File: config.mk
export PLATFORM = sky130hd
export DESIGN_NAME = frpos_seq
export DESIGN_NICKNAME = d
export VERILOG_FILES = /design/src/inc/frpos_pkg.sv /design/src/rtl/frpos_seq.sv /design/src/rtl/frpos_tick.sv
export VERILOG_INCLUDE_DIRS = /design/src /design/src/inc
export SDC_FILE = /design/constraint.sdc
export NUM_CORES = 1
export LEC_CHECK = 0
export BUFFER_PORTS_ARGS = -buffer_cell sky130_fd_sc_hd__buf_4
export CAP_MARGIN = 25
export CORE_MARGIN = 2
export CORE_UTILIZATION = 56
export DETAILED_ROUTE_END_ITERATION = 10
export PLACE_DENSITY = 0.8
export SYNTH_ARGS = -nofsm -noshare
export SYNTH_HDL_FRONTEND = slang
export SYNTH_SLANG_ARGS = --single-unit
File: constraint.sdc
create_clock -name aclk -period 2.45 [get_ports aclk]
set_clock_uncertainty 0.05 [all_clocks]
set_input_delay 0.1225 -clock aclk [delete_from_list [all_inputs] [get_ports aclk]]
set_output_delay 0.1225 -clock aclk [all_outputs]
set_load 0.02 [all_outputs]
File: src/inc/frpos_params.svh
// constants of the flash reset and power-on sequencer
`ifndef FRPOS_PARAMS_SVH
`define FRPOS_PARAMS_SVH

// ----------------------------------------------------------------
// clock and time units
// ----------------------------------------------------------------
`define FRPOS_CLK_HZ 20000000
`define FRPOS_US_PER_S 1000000
`define FRPOS_US_PER_MS 1000

// ----------------------------------------------------------------
// reset and power-on timing, in the unit of the name
// ----------------------------------------------------------------
`define FRPOS_RST_LOW_MIN_US 10
`define FRPOS_RST_TO_SEL_US 10
`define FRPOS_PWRUP_REC_US 35
`define FRPOS_DECODE_REC_US 40
`define FRPOS_READ_REC_US 40
`define FRPOS_PROG_REC_US 310
`define FRPOS_SE4K_REC_MS 12
`define FRPOS_BE_REC_MS 25
`define FRPOS_CHIP_REC_MS 1000
`define FRPOS_SW_REC_MS 40
`define FRPOS_SUPPLY_DLY_US 100

// ----------------------------------------------------------------
// register map (byte addresses) and answers
// ----------------------------------------------------------------
`define FRPOS_AW 8
`define FRPOS_OFF_VOL 8'h00
`define FRPOS_OFF_OPS 8'h04
`define FRPOS_OFF_STAT 8'h08
`define FRPOS_OFF_FLAGS 8'h0C
`define FRPOS_OFF_REMAIN 8'h10
`define FRPOS_RESP_OKAY 2'h0
`define FRPOS_RESP_SLVERR 2'h2
`define FRPOS_FLAG_SHORT 0
`define FRPOS_FLAG_EARLY 1
`define FRPOS_LOCK_DEFAULT 8'h00

`endif

File: src/inc/frpos_pkg.sv
// types of the flash reset and power-on sequencer
package frpos_pkg;

   // gray along por -> supply wait -> ready -> reset -> recovery
   typedef enum logic [2:0] {
      ST_POR = 3'h0,
      ST_VSL = 3'h1,
      ST_READY = 3'h3,
      ST_RST = 3'h2,
      ST_RECOV = 3'h6
   } frpos_state_e;

   typedef enum logic [3:0] {
      OP_NONE = 4'h0,
      OP_DECODE = 4'h1,
      OP_READ = 4'h2,
      OP_PROGRAM = 4'h3,
      OP_SECTOR_ERASE_4K = 4'h4,
      OP_BLOCK_ERASE_32K = 4'h5,
      OP_BLOCK_ERASE_64K = 4'h6,
      OP_CHIP_ERASE = 4'h7,
      OP_STATUS_WRITE_CMD = 4'h8,
      OP_POWERUP = 4'h9
   } frpos_op_e;

   typedef struct packed {
      logic [7:0] sram_lock;
      logic addr_4b;
      logic write_in_progress;
      logic write_enable_latch;
   } frpos_vol_s;

endpackage

File: src/rtl/frpos_seq.sv
// hardware reset and power-on sequencer with axi4-lite registers
//
// Decided for this implementation: the register offsets and the AXI4-Lite register port.
`timescale 1ns/1ps
`default_nettype none
`include "frpos_params.svh"

// Overview of operation
// - a reset pin low for ten microseconds or more fully resets the device
// - after reset: standby, volatile bits at defaults, 3-byte addressing
// - reset during program or erase aborts it at once; data may be lost
// - while reset is applied, output stays high impedance, lowest current
// - reset after power-on recovers within 35 us; no commands before that
// - reset during decoding or a read needs 40 us of recovery
// - reset during page program needs 310 us of recovery
// - erase recovery: 12 ms sector, 25 ms block, 1000 ms chip erase
// - reset during status register write needs 40 ms of recovery
// - power-up enters plain standby with the write enable latch cleared
// - below the supply threshold logic is held in reset, commands ignored
module frpos_seq import frpos_pkg::*; #(
   parameter int unsigned US_DIV = `FRPOS_CLK_HZ / `FRPOS_US_PER_S,
   parameter int unsigned RST_LOW_MIN_US = `FRPOS_RST_LOW_MIN_US,
   parameter int unsigned RST_TO_SEL_US = `FRPOS_RST_TO_SEL_US,
   parameter int unsigned PWRUP_REC_US = `FRPOS_PWRUP_REC_US,
   parameter int unsigned DECODE_REC_US = `FRPOS_DECODE_REC_US,
   parameter int unsigned READ_REC_US = `FRPOS_READ_REC_US,
   parameter int unsigned PROG_REC_US = `FRPOS_PROG_REC_US,
   parameter int unsigned SE4K_REC_US = `FRPOS_SE4K_REC_MS * `FRPOS_US_PER_MS,
   parameter int unsigned BE_REC_US = `FRPOS_BE_REC_MS * `FRPOS_US_PER_MS,
   parameter int unsigned CHIP_REC_US = `FRPOS_CHIP_REC_MS * `FRPOS_US_PER_MS,
   parameter int unsigned SW_REC_US = `FRPOS_SW_REC_MS * `FRPOS_US_PER_MS,
   parameter int unsigned SUPPLY_DLY_US = `FRPOS_SUPPLY_DLY_US,
   parameter logic [7:0] LOCK_DEFAULT = `FRPOS_LOCK_DEFAULT
) (
   // clock and reset
   input wire logic aclk,
   input wire logic aresetn,
   // axi4-lite write channels
   input wire logic [`FRPOS_AW-1:0] s_axi_awaddr,
   input wire logic s_axi_awvalid,
   output logic s_axi_awready,
   input wire logic [31:0] s_axi_wdata,
   input wire logic [3:0] s_axi_wstrb,
   input wire logic s_axi_wvalid,
   output logic s_axi_wready,
   output logic [1:0] s_axi_bresp,
   output logic s_axi_bvalid,
   input wire logic s_axi_bready,
   // axi4-lite read channels
   input wire logic [`FRPOS_AW-1:0] s_axi_araddr,
   input wire logic s_axi_arvalid,
   output logic s_axi_arready,
   output logic [31:0] s_axi_rdata,
   output logic [1:0] s_axi_rresp,
   output logic s_axi_rvalid,
   input wire logic s_axi_rready,
   // flash pins and supply monitor
   input wire logic rst_pin_n,
   input wire logic cs_n,
   input wire logic supply_ok,
   // towards the flash core
   output logic dev_ready,
   output logic core_abort,
   output logic so_force_hiz,
   output logic low_power,
   output frpos_vol_s vol
);

   localparam int unsigned CW = 20;
   localparam logic [CW-1:0] L_LOW_MIN = CW'(RST_LOW_MIN_US);
   localparam logic [CW-1:0] L_TO_SEL = CW'(RST_TO_SEL_US);

   // ----------------------------------------------------------------
   // recovery length per interrupted operation
   // ----------------------------------------------------------------
   function automatic logic [CW-1:0] rec_us(input frpos_op_e op);
      logic [CW-1:0] r;
      r = CW'(DECODE_REC_US);
      unique case (op)
         OP_POWERUP: r = CW'(PWRUP_REC_US);
         OP_NONE, OP_DECODE: r = CW'(DECODE_REC_US);
         OP_READ: r = CW'(READ_REC_US);
         OP_PROGRAM: r = CW'(PROG_REC_US);
         OP_SECTOR_ERASE_4K: r = CW'(SE4K_REC_US);
         OP_BLOCK_ERASE_32K, OP_BLOCK_ERASE_64K: r = CW'(BE_REC_US);
         OP_CHIP_ERASE: r = CW'(CHIP_REC_US);
         OP_STATUS_WRITE_CMD: r = CW'(SW_REC_US);
         default: r = CW'(DECODE_REC_US);
      endcase
      return r;
   endfunction

   // ----------------------------------------------------------------
   // declarations
   // ----------------------------------------------------------------
   frpos_state_e state, next_state;
   frpos_op_e op_reg, cap_op;
   logic por_fresh;
   logic tick;
   logic [CW-1:0] rem, low_us, since_rel;
   logic [1:0] flags;
   logic aw_got, w_got;
   logic [`FRPOS_AW-1:0] aw_addr;
   logic [31:0] w_data;
   logic [3:0] w_strb;
   logic wr_do, wr_vol, wr_ops, wr_flags, wr_ok;
   logic [31:0] next_rdata;
   logic next_rerr;
   logic [1:0] flag_set;
   logic done;

   frpos_tick #(
      .DIV(US_DIV)
   ) u_tick (
      .aclk(aclk),
      .aresetn(aresetn),
      .clr(next_state != state),
      .tick(tick)
   );

   // ----------------------------------------------------------------
   // sequencing state machine
   // ----------------------------------------------------------------
   assign done = tick && (rem <= CW'(1));

   always_comb begin
      next_state = state;
      unique case (state)
         ST_POR: if (supply_ok) next_state = ST_VSL;
         ST_VSL: begin
            if (!rst_pin_n) next_state = ST_RST;
            else if (done) next_state = ST_READY;
         end
         ST_READY: if (!rst_pin_n) next_state = ST_RST;
         ST_RST: if (rst_pin_n) next_state = ST_RECOV;
         ST_RECOV: begin
            if (!rst_pin_n) next_state = ST_RST;
            else if (done) next_state = ST_READY;
         end
         default: next_state = ST_POR;
      endcase
      if (!supply_ok) next_state = ST_POR;
   end

   always_ff @(posedge aclk) begin
      if (!aresetn) begin
         state <= ST_POR;
      end else begin
         state <= next_state;
      end
   end

   // operation caught as the reset pin falls picks the recovery
   always_ff @(posedge aclk) begin
      if (!aresetn) begin
         cap_op <= OP_POWERUP;
      end else if (next_state == ST_RST && state != ST_RST && state != ST_RECOV) begin
         cap_op <= (state == ST_VSL || por_fresh) ? OP_POWERUP : op_reg;
      end
   end

   // power-on counts as the last event until a command starts
   always_ff @(posedge aclk) begin
      if (!aresetn || state == ST_POR) begin
         por_fresh <= 1'b1;
      end else if (wr_ops && wr_ok && w_strb[0] && w_data[3:0] != OP_NONE) begin
         por_fresh <= 1'b0;
      end
   end

   always_ff @(posedge aclk) begin
      if (!aresetn) begin
         rem <= '0;
      end else if (state == ST_POR && next_state == ST_VSL) begin
         rem <= CW'(SUPPLY_DLY_US);
      end else if (state == ST_RST && next_state == ST_RECOV) begin
         rem <= rec_us(cap_op);
      end else if (tick && rem != '0) begin
         rem <= rem - 1'b1;
      end
   end

   // pulse width and release-to-select timers, saturating
   always_ff @(posedge aclk) begin
      if (!aresetn || state != ST_RST) begin
         low_us <= '0;
      end else if (tick && low_us < L_LOW_MIN) begin
         low_us <= low_us + 1'b1;
      end
   end

   always_ff @(posedge aclk) begin
      if (!aresetn || state != ST_RECOV) begin
         since_rel <= '0;
      end else if (tick && since_rel < L_TO_SEL) begin
         since_rel <= since_rel + 1'b1;
      end
   end

   // short pulses and early selects logged only; one tick slack for the divider restart
   always_comb begin
      flag_set = '0;
      flag_set[`FRPOS_FLAG_SHORT] = (state == ST_RST) && rst_pin_n
         && (low_us < L_LOW_MIN - CW'(1));
      flag_set[`FRPOS_FLAG_EARLY] = (state == ST_RECOV) && !cs_n
         && (since_rel < L_TO_SEL - CW'(1));
   end

   always_ff @(posedge aclk) begin
      if (!aresetn) begin
         flags <= '0;
      end else if (wr_flags && wr_ok && w_strb[0]) begin
         flags <= (flags & ~w_data[1:0]) | flag_set;
      end else begin
         flags <= flags | flag_set;
      end
   end

   // ----------------------------------------------------------------
   // outputs to the core
   // ----------------------------------------------------------------
   always_ff @(posedge aclk) begin
      if (!aresetn) begin
         dev_ready <= 1'b0;
         core_abort <= 1'b1;
      end else begin
         dev_ready <= (next_state == ST_READY);
         core_abort <= (next_state != ST_READY);
      end
   end

   always_ff @(posedge aclk) begin
      if (!aresetn) begin
         so_force_hiz <= 1'b1;
         low_power <= 1'b1;
      end else begin
         so_force_hiz <= (next_state != ST_READY);
         low_power <= (next_state == ST_RST || next_state == ST_POR);
      end
   end

   // volatile bits return to power-on defaults, 3-byte addressing
   always_ff @(posedge aclk) begin
      if (!aresetn || state == ST_POR || state == ST_RST) begin
         vol <= '{sram_lock: LOCK_DEFAULT, addr_4b: 1'b0,
                  write_in_progress: 1'b0, write_enable_latch: 1'b0};
      end else if (wr_vol && wr_ok) begin
         if (w_strb[0]) begin
            vol.addr_4b <= w_data[2];
            vol.write_in_progress <= w_data[1];
            vol.write_enable_latch <= w_data[0];
         end
         if (w_strb[1]) begin
            vol.sram_lock <= w_data[15:8];
         end
      end
   end

   // an aborted operation is gone; unknown codes read as idle
   always_ff @(posedge aclk) begin
      if (!aresetn || state == ST_POR || state == ST_RST) begin
         op_reg <= OP_NONE;
      end else if (wr_ops && wr_ok && w_strb[0]) begin
         if (w_data[3:0] < OP_POWERUP) begin
            op_reg <= frpos_op_e'(w_data[3:0]);
         end else begin
            op_reg <= OP_NONE;
         end
      end
   end

   // ----------------------------------------------------------------
   // axi4-lite write path
   // ----------------------------------------------------------------
   assign wr_do = aw_got && w_got && !s_axi_bvalid;
   assign wr_vol = wr_do && (aw_addr == `FRPOS_OFF_VOL);
   assign wr_ops = wr_do && (aw_addr == `FRPOS_OFF_OPS);
   assign wr_flags = wr_do && (aw_addr == `FRPOS_OFF_FLAGS);
   // commands stand for the core and are refused with SLVERR until recovery ends; flag writes always pass
   assign wr_ok = wr_flags || (state == ST_READY && (wr_vol || wr_ops));

   always_ff @(posedge aclk) begin
      if (!aresetn) begin
         aw_got <= 1'b0;
         s_axi_awready <= 1'b0;
         aw_addr <= '0;
      end else if (s_axi_awvalid && s_axi_awready) begin
         aw_got <= 1'b1;
         s_axi_awready <= 1'b0;
         aw_addr <= s_axi_awaddr;
      end else if (wr_do) begin
         aw_got <= 1'b0;
      end else if (!aw_got && !s_axi_bvalid) begin
         s_axi_awready <= 1'b1;
      end
   end

   always_ff @(posedge aclk) begin
      if (!aresetn) begin
         w_got <= 1'b0;
         s_axi_wready <= 1'b0;
         w_data <= '0;
         w_strb <= '0;
      end else if (s_axi_wvalid && s_axi_wready) begin
         w_got <= 1'b1;
         s_axi_wready <= 1'b0;
         w_data <= s_axi_wdata;
         w_strb <= s_axi_wstrb;
      end else if (wr_do) begin
         w_got <= 1'b0;
      end else if (!w_got && !s_axi_bvalid) begin
         s_axi_wready <= 1'b1;
      end
   end

   always_ff @(posedge aclk) begin
      if (!aresetn) begin
         s_axi_bvalid <= 1'b0;
         s_axi_bresp <= `FRPOS_RESP_OKAY;
      end else if (wr_do) begin
         s_axi_bvalid <= 1'b1;
         s_axi_bresp <= wr_ok ? `FRPOS_RESP_OKAY : `FRPOS_RESP_SLVERR;
      end else if (s_axi_bready) begin
         s_axi_bvalid <= 1'b0;
      end
   end

   // ----------------------------------------------------------------
   // axi4-lite read path
   // ----------------------------------------------------------------
   always_comb begin
      next_rdata = '0;
      next_rerr = 1'b0;
      unique case (s_axi_araddr)
         `FRPOS_OFF_VOL: next_rdata = {21'h0, vol};
         `FRPOS_OFF_OPS: next_rdata = {28'h0, op_reg};
         `FRPOS_OFF_STAT: next_rdata = {23'h0, por_fresh, cap_op, dev_ready, state};
         `FRPOS_OFF_FLAGS: next_rdata = {30'h0, flags};
         `FRPOS_OFF_REMAIN: next_rdata = {12'h0, rem};
         default: next_rerr = 1'b1;
      endcase
   end

   always_ff @(posedge aclk) begin
      if (!aresetn) begin
         s_axi_arready <= 1'b0;
         s_axi_rvalid <= 1'b0;
         s_axi_rdata <= '0;
         s_axi_rresp <= `FRPOS_RESP_OKAY;
      end else if (s_axi_arvalid && s_axi_arready) begin
         s_axi_arready <= 1'b0;
         s_axi_rvalid <= 1'b1;
         s_axi_rdata <= next_rdata;
         s_axi_rresp <= next_rerr ? `FRPOS_RESP_SLVERR : `FRPOS_RESP_OKAY;
      end else if (s_axi_rvalid && s_axi_rready) begin
         s_axi_rvalid <= 1'b0;
      end else if (!s_axi_rvalid) begin
         s_axi_arready <= 1'b1;
      end
   end

endmodule

`default_nettype wire

File: src/rtl/frpos_tick.sv
// microsecond tick divider for the reset sequencer
`timescale 1ns/1ps
`default_nettype none

module frpos_tick #(
   parameter int unsigned DIV = 20
) (
   // clock and reset
   input wire logic aclk,
   input wire logic aresetn,
   // restart and tick
   input wire logic clr,
   output logic tick
);

   localparam int unsigned CW = (DIV > 1) ? $clog2(DIV) : 1;
   localparam logic [CW-1:0] LAST = CW'(DIV - 1);

   logic [CW-1:0] cnt;

   // restart makes the first tick a full period after the restart,
   // so a least time counted in ticks never comes out short
   always_ff @(posedge aclk) begin
      if (!aresetn || clr) begin
         cnt <= '0;
      end else if (cnt == LAST) begin
         cnt <= '0;
      end else begin
         cnt <= cnt + 1'b1;
      end
   end

   always_ff @(posedge aclk) begin
      if (!aresetn || clr) begin
         tick <= 1'b0;
      end else begin
         tick <= (cnt == LAST);
      end
   end

endmodule

`default_nettype wire

==> results.json <==
{
  "status": "finished clean",
  "clock_sinks": 158,
  "setup_viol": 0,
  "num_vias": 5918,
  "hold_viol_final": 0,
  "synth_top_area_share_pct": 46.90,
  "dp_hpwl_um": 11910,
  "clk_pin_slew_ns": 0.06,
  "reg2reg_depth": 7,
  "clk_latency_ns": 0.43,
  "ys_ff_latch": 158,
  "critPathKind": "reg -> reg",
  "antenna_found_initial": 0,
  "drv_slew": 0,
  "routed_wl_um": 17040,
  "crit_fanout": 7,
  "synth_area_leaders": "dfxtp_1 47%, nand2_1 4.8%, a21oi_1 4.7%, nor2_1 2.8%, mux2i_1 2.7%",
  "holdPathStages": 3,
  "rsz0062_at_grt": "false",
  "fill_cells": 869,
  "drt-initial-drc-count": 458,
  "yosysWarnings": 0,
  "syn_area_um2": 6744,
  "regArea_um2": 3164,
  "cts_tree": "yes",
  "synth-edff-count": 0,
  "relSlewSlack_pct": 46.50,
  "endpoint_kind": "register",
  "yosysSeqAreaShare_pct": 46.90,
  "core_area_um2": 11860,
  "setup_tns_ns": 0,
  "die_area_um2": 12940,
  "period_share_pct": 88.24,
  "routabilityCongestion": 0.9708,
  "multi_input_area_um2": 3296,
  "synthTopCellsByCount": "158 x dfxtp_1, 87 x nand2_1, 64 x a21oi_1",
  "dieHeight_um": 113.7,
  "irDropWorstVdd_uv": 439.7,
  "hold_path_class": "in -> reg",
  "die_w_um": 113.7,
  "worstPathRequired_ns": 2.75,
  "arrival_ns": 2.46,
  "clockBufferDepth": 2,
  "drive_gt1_share_pct": 16.99,
  "drc": 0,
  "cts_buffers": 17,
  "via_per_inst": 5.746,
  "grt_pass1_wl_um": 27860,
  "r2r_setup_slack_ns": 0.29,
  "start_kind": "register",
  "num_antenna_cells": 0,
  "grt_pass1_vias": 5897,
  "fin_crit_ns": 2.162,
  "yosysTopAreaCell": "dfxtp_1",
  "ys_async_sr_fraction_pct": 0,
  "clockRootBuffer": "clkbuf_16",
  "track_usage_pct": 27.12,
  "yosysUniqueCellTypes": 80,
  "yosys.cell_count.top_type": "dfxtp_1",
  "dr.pass1.iters": 5,
  "grt_overflow": 0,
  "grt_max_degree": 42,
  "start_util_pct": 56.86,
  "area_delta_synth_final_pct": 24.10,
  "numPortBuffers": 81,
  "nNetsFinal": 944,
  "row_count": 40,
  "max_cap_violations": 0,
  "synthFlopType": "dfxtp_1",
  "max_freq_ghz": 0.4626,
  "synthCells": 755,
  "leakagePower_nw": 3.402,
  "utilization_pct": 70.56,
  "routedWlPerCell_um": 16.55,
  "worstMarginPinSlew_ns": 0.7822,
  "ios": 118,
  "syn_avg_cell_area_um2": 8.932,
  "power_density_nw_per_um2": 665.7,
  "ant_nets": 0,
  "htreeDepth": 4
}
## logic make-up after synthesis
kind of cell / count (synthesis) / synth area share (%)
other: 1 / 0.05561
muxes: 21 / 3.228
buffers and inverters: 72 / 4.954
xor gates and xnor gates: 14 / 1.818
DFF: 158 / 46.90
adders and majority gates: 12 / 2.226
and+or+nand+nor: 310 / 25.14
AOI/OAI and AO/OA: 167 / 15.68
## layout by cell type (no fill, tap or decap), drive strengths merged, types with 4 or more instances in the layout
master       instances
a211oi               5
a21oi               64
a22o                 5
a31oi                4
and2                25
and3                23
and3b                4
buf                 97
clkbuf              21
clkinv               4
conb                14
dfxtp              158
dlygate4sd3         34
ha                  12
inv                 27
mux2i               18
nand2               87
nand2b               7
nand3               31
nand3b               6
nand4                4
nor2                53
nor2b                5
nor3                22
nor3b                4
nor4                19
nor4b                4
o2111ai              5
o211ai               5
o21a                 4
o21ai               42
or4                  4
xnor2                7
xor2                 7
## worst max-delay path, stage by stage (launching register included)
cell and delay, ns:
dfxtp_1 0.48, inv_1 0.11, ha_1 0.22, nand3_1 0.26
buf_4 0.22, o2111ai_2 0.16, or4_1 0.44, a31oi_1 0.16
## final timing paths
kind,from,to
hold reg to reg,s_axi_rdata[13]$_SDFFE_PN0P_,s_axi_rdata[13]$_SDFFE_PN0P_
setup reg to reg,rem[0]$_SDFFE_PP0P_,rem[18]$_SDFFE_PP0P_
setup / recovery,rem[0]$_SDFFE_PP0P_,rem[18]$_SDFFE_PP0P_
hold / removal,s_axi_araddr[2],s_axi_rdata[1]$_SDFFE_PN0P_
## where the power goes
part	internal (mW)	total (mW)	switching, mW	leakage, nW
clock	1.46	2.52	1.06	0.270
combinational	0.168	0.393	0.225	1.85
sequential	2.61	2.66	0.0484	1.28
## per-stage QoR
stage | instance area [µm²] | std cells | worst slack [ns] | hold WS (ns) | power, mW
global route | 8369 | 1030 | 0.09088 | 0.009311 | 5.742
CTS | 8368 | 1030 | 0.2412 | 0.0005424 | 5.585
global placement | 7461 | 964 | 0.3838 | 0.3266 | 3.043
detailed placement | 7461 | 964 | 0.2968 | 0.3346 | 3.056
finish | 8369 | 1030 | 0.2881 | 0.004899 | 5.571
floorplan | 6793 | 768 | 0.4376 | 0.2085 | 2.937
## per-layer routing
metal | vias up | GRT usage [%] | routed length [µm]
met1 | 2785 | 30.94 | 6906
met2 | 197 | 47.15 | 8626
met4 | 0 | 14.15 | 540
met3 | 42 | 6.589 | 969
met5 | - | 0 | 0
li1 | 2894 | - | -
## timing repair
action,4_1_cts,5_1_grt
setup buffers,0,0
endpoints found under the setup margin,0,3
hold buffers,34,0
hold endpoints to repair,26,0
resized for setup,0,1
## layout make-up
type | count | share of cell area (%)
flip-flops and latches | 158 | 37.81
repair buffers | 131 | 12.77
multi-input cells | 538 | 39.38
well taps | 147 | 2.198
clock inverters | 11 | 1.271
clock buffers | 21 | 5.502
inverters | 24 | 1.076
No activity file was read; power rests on OpenSTA's default activity.
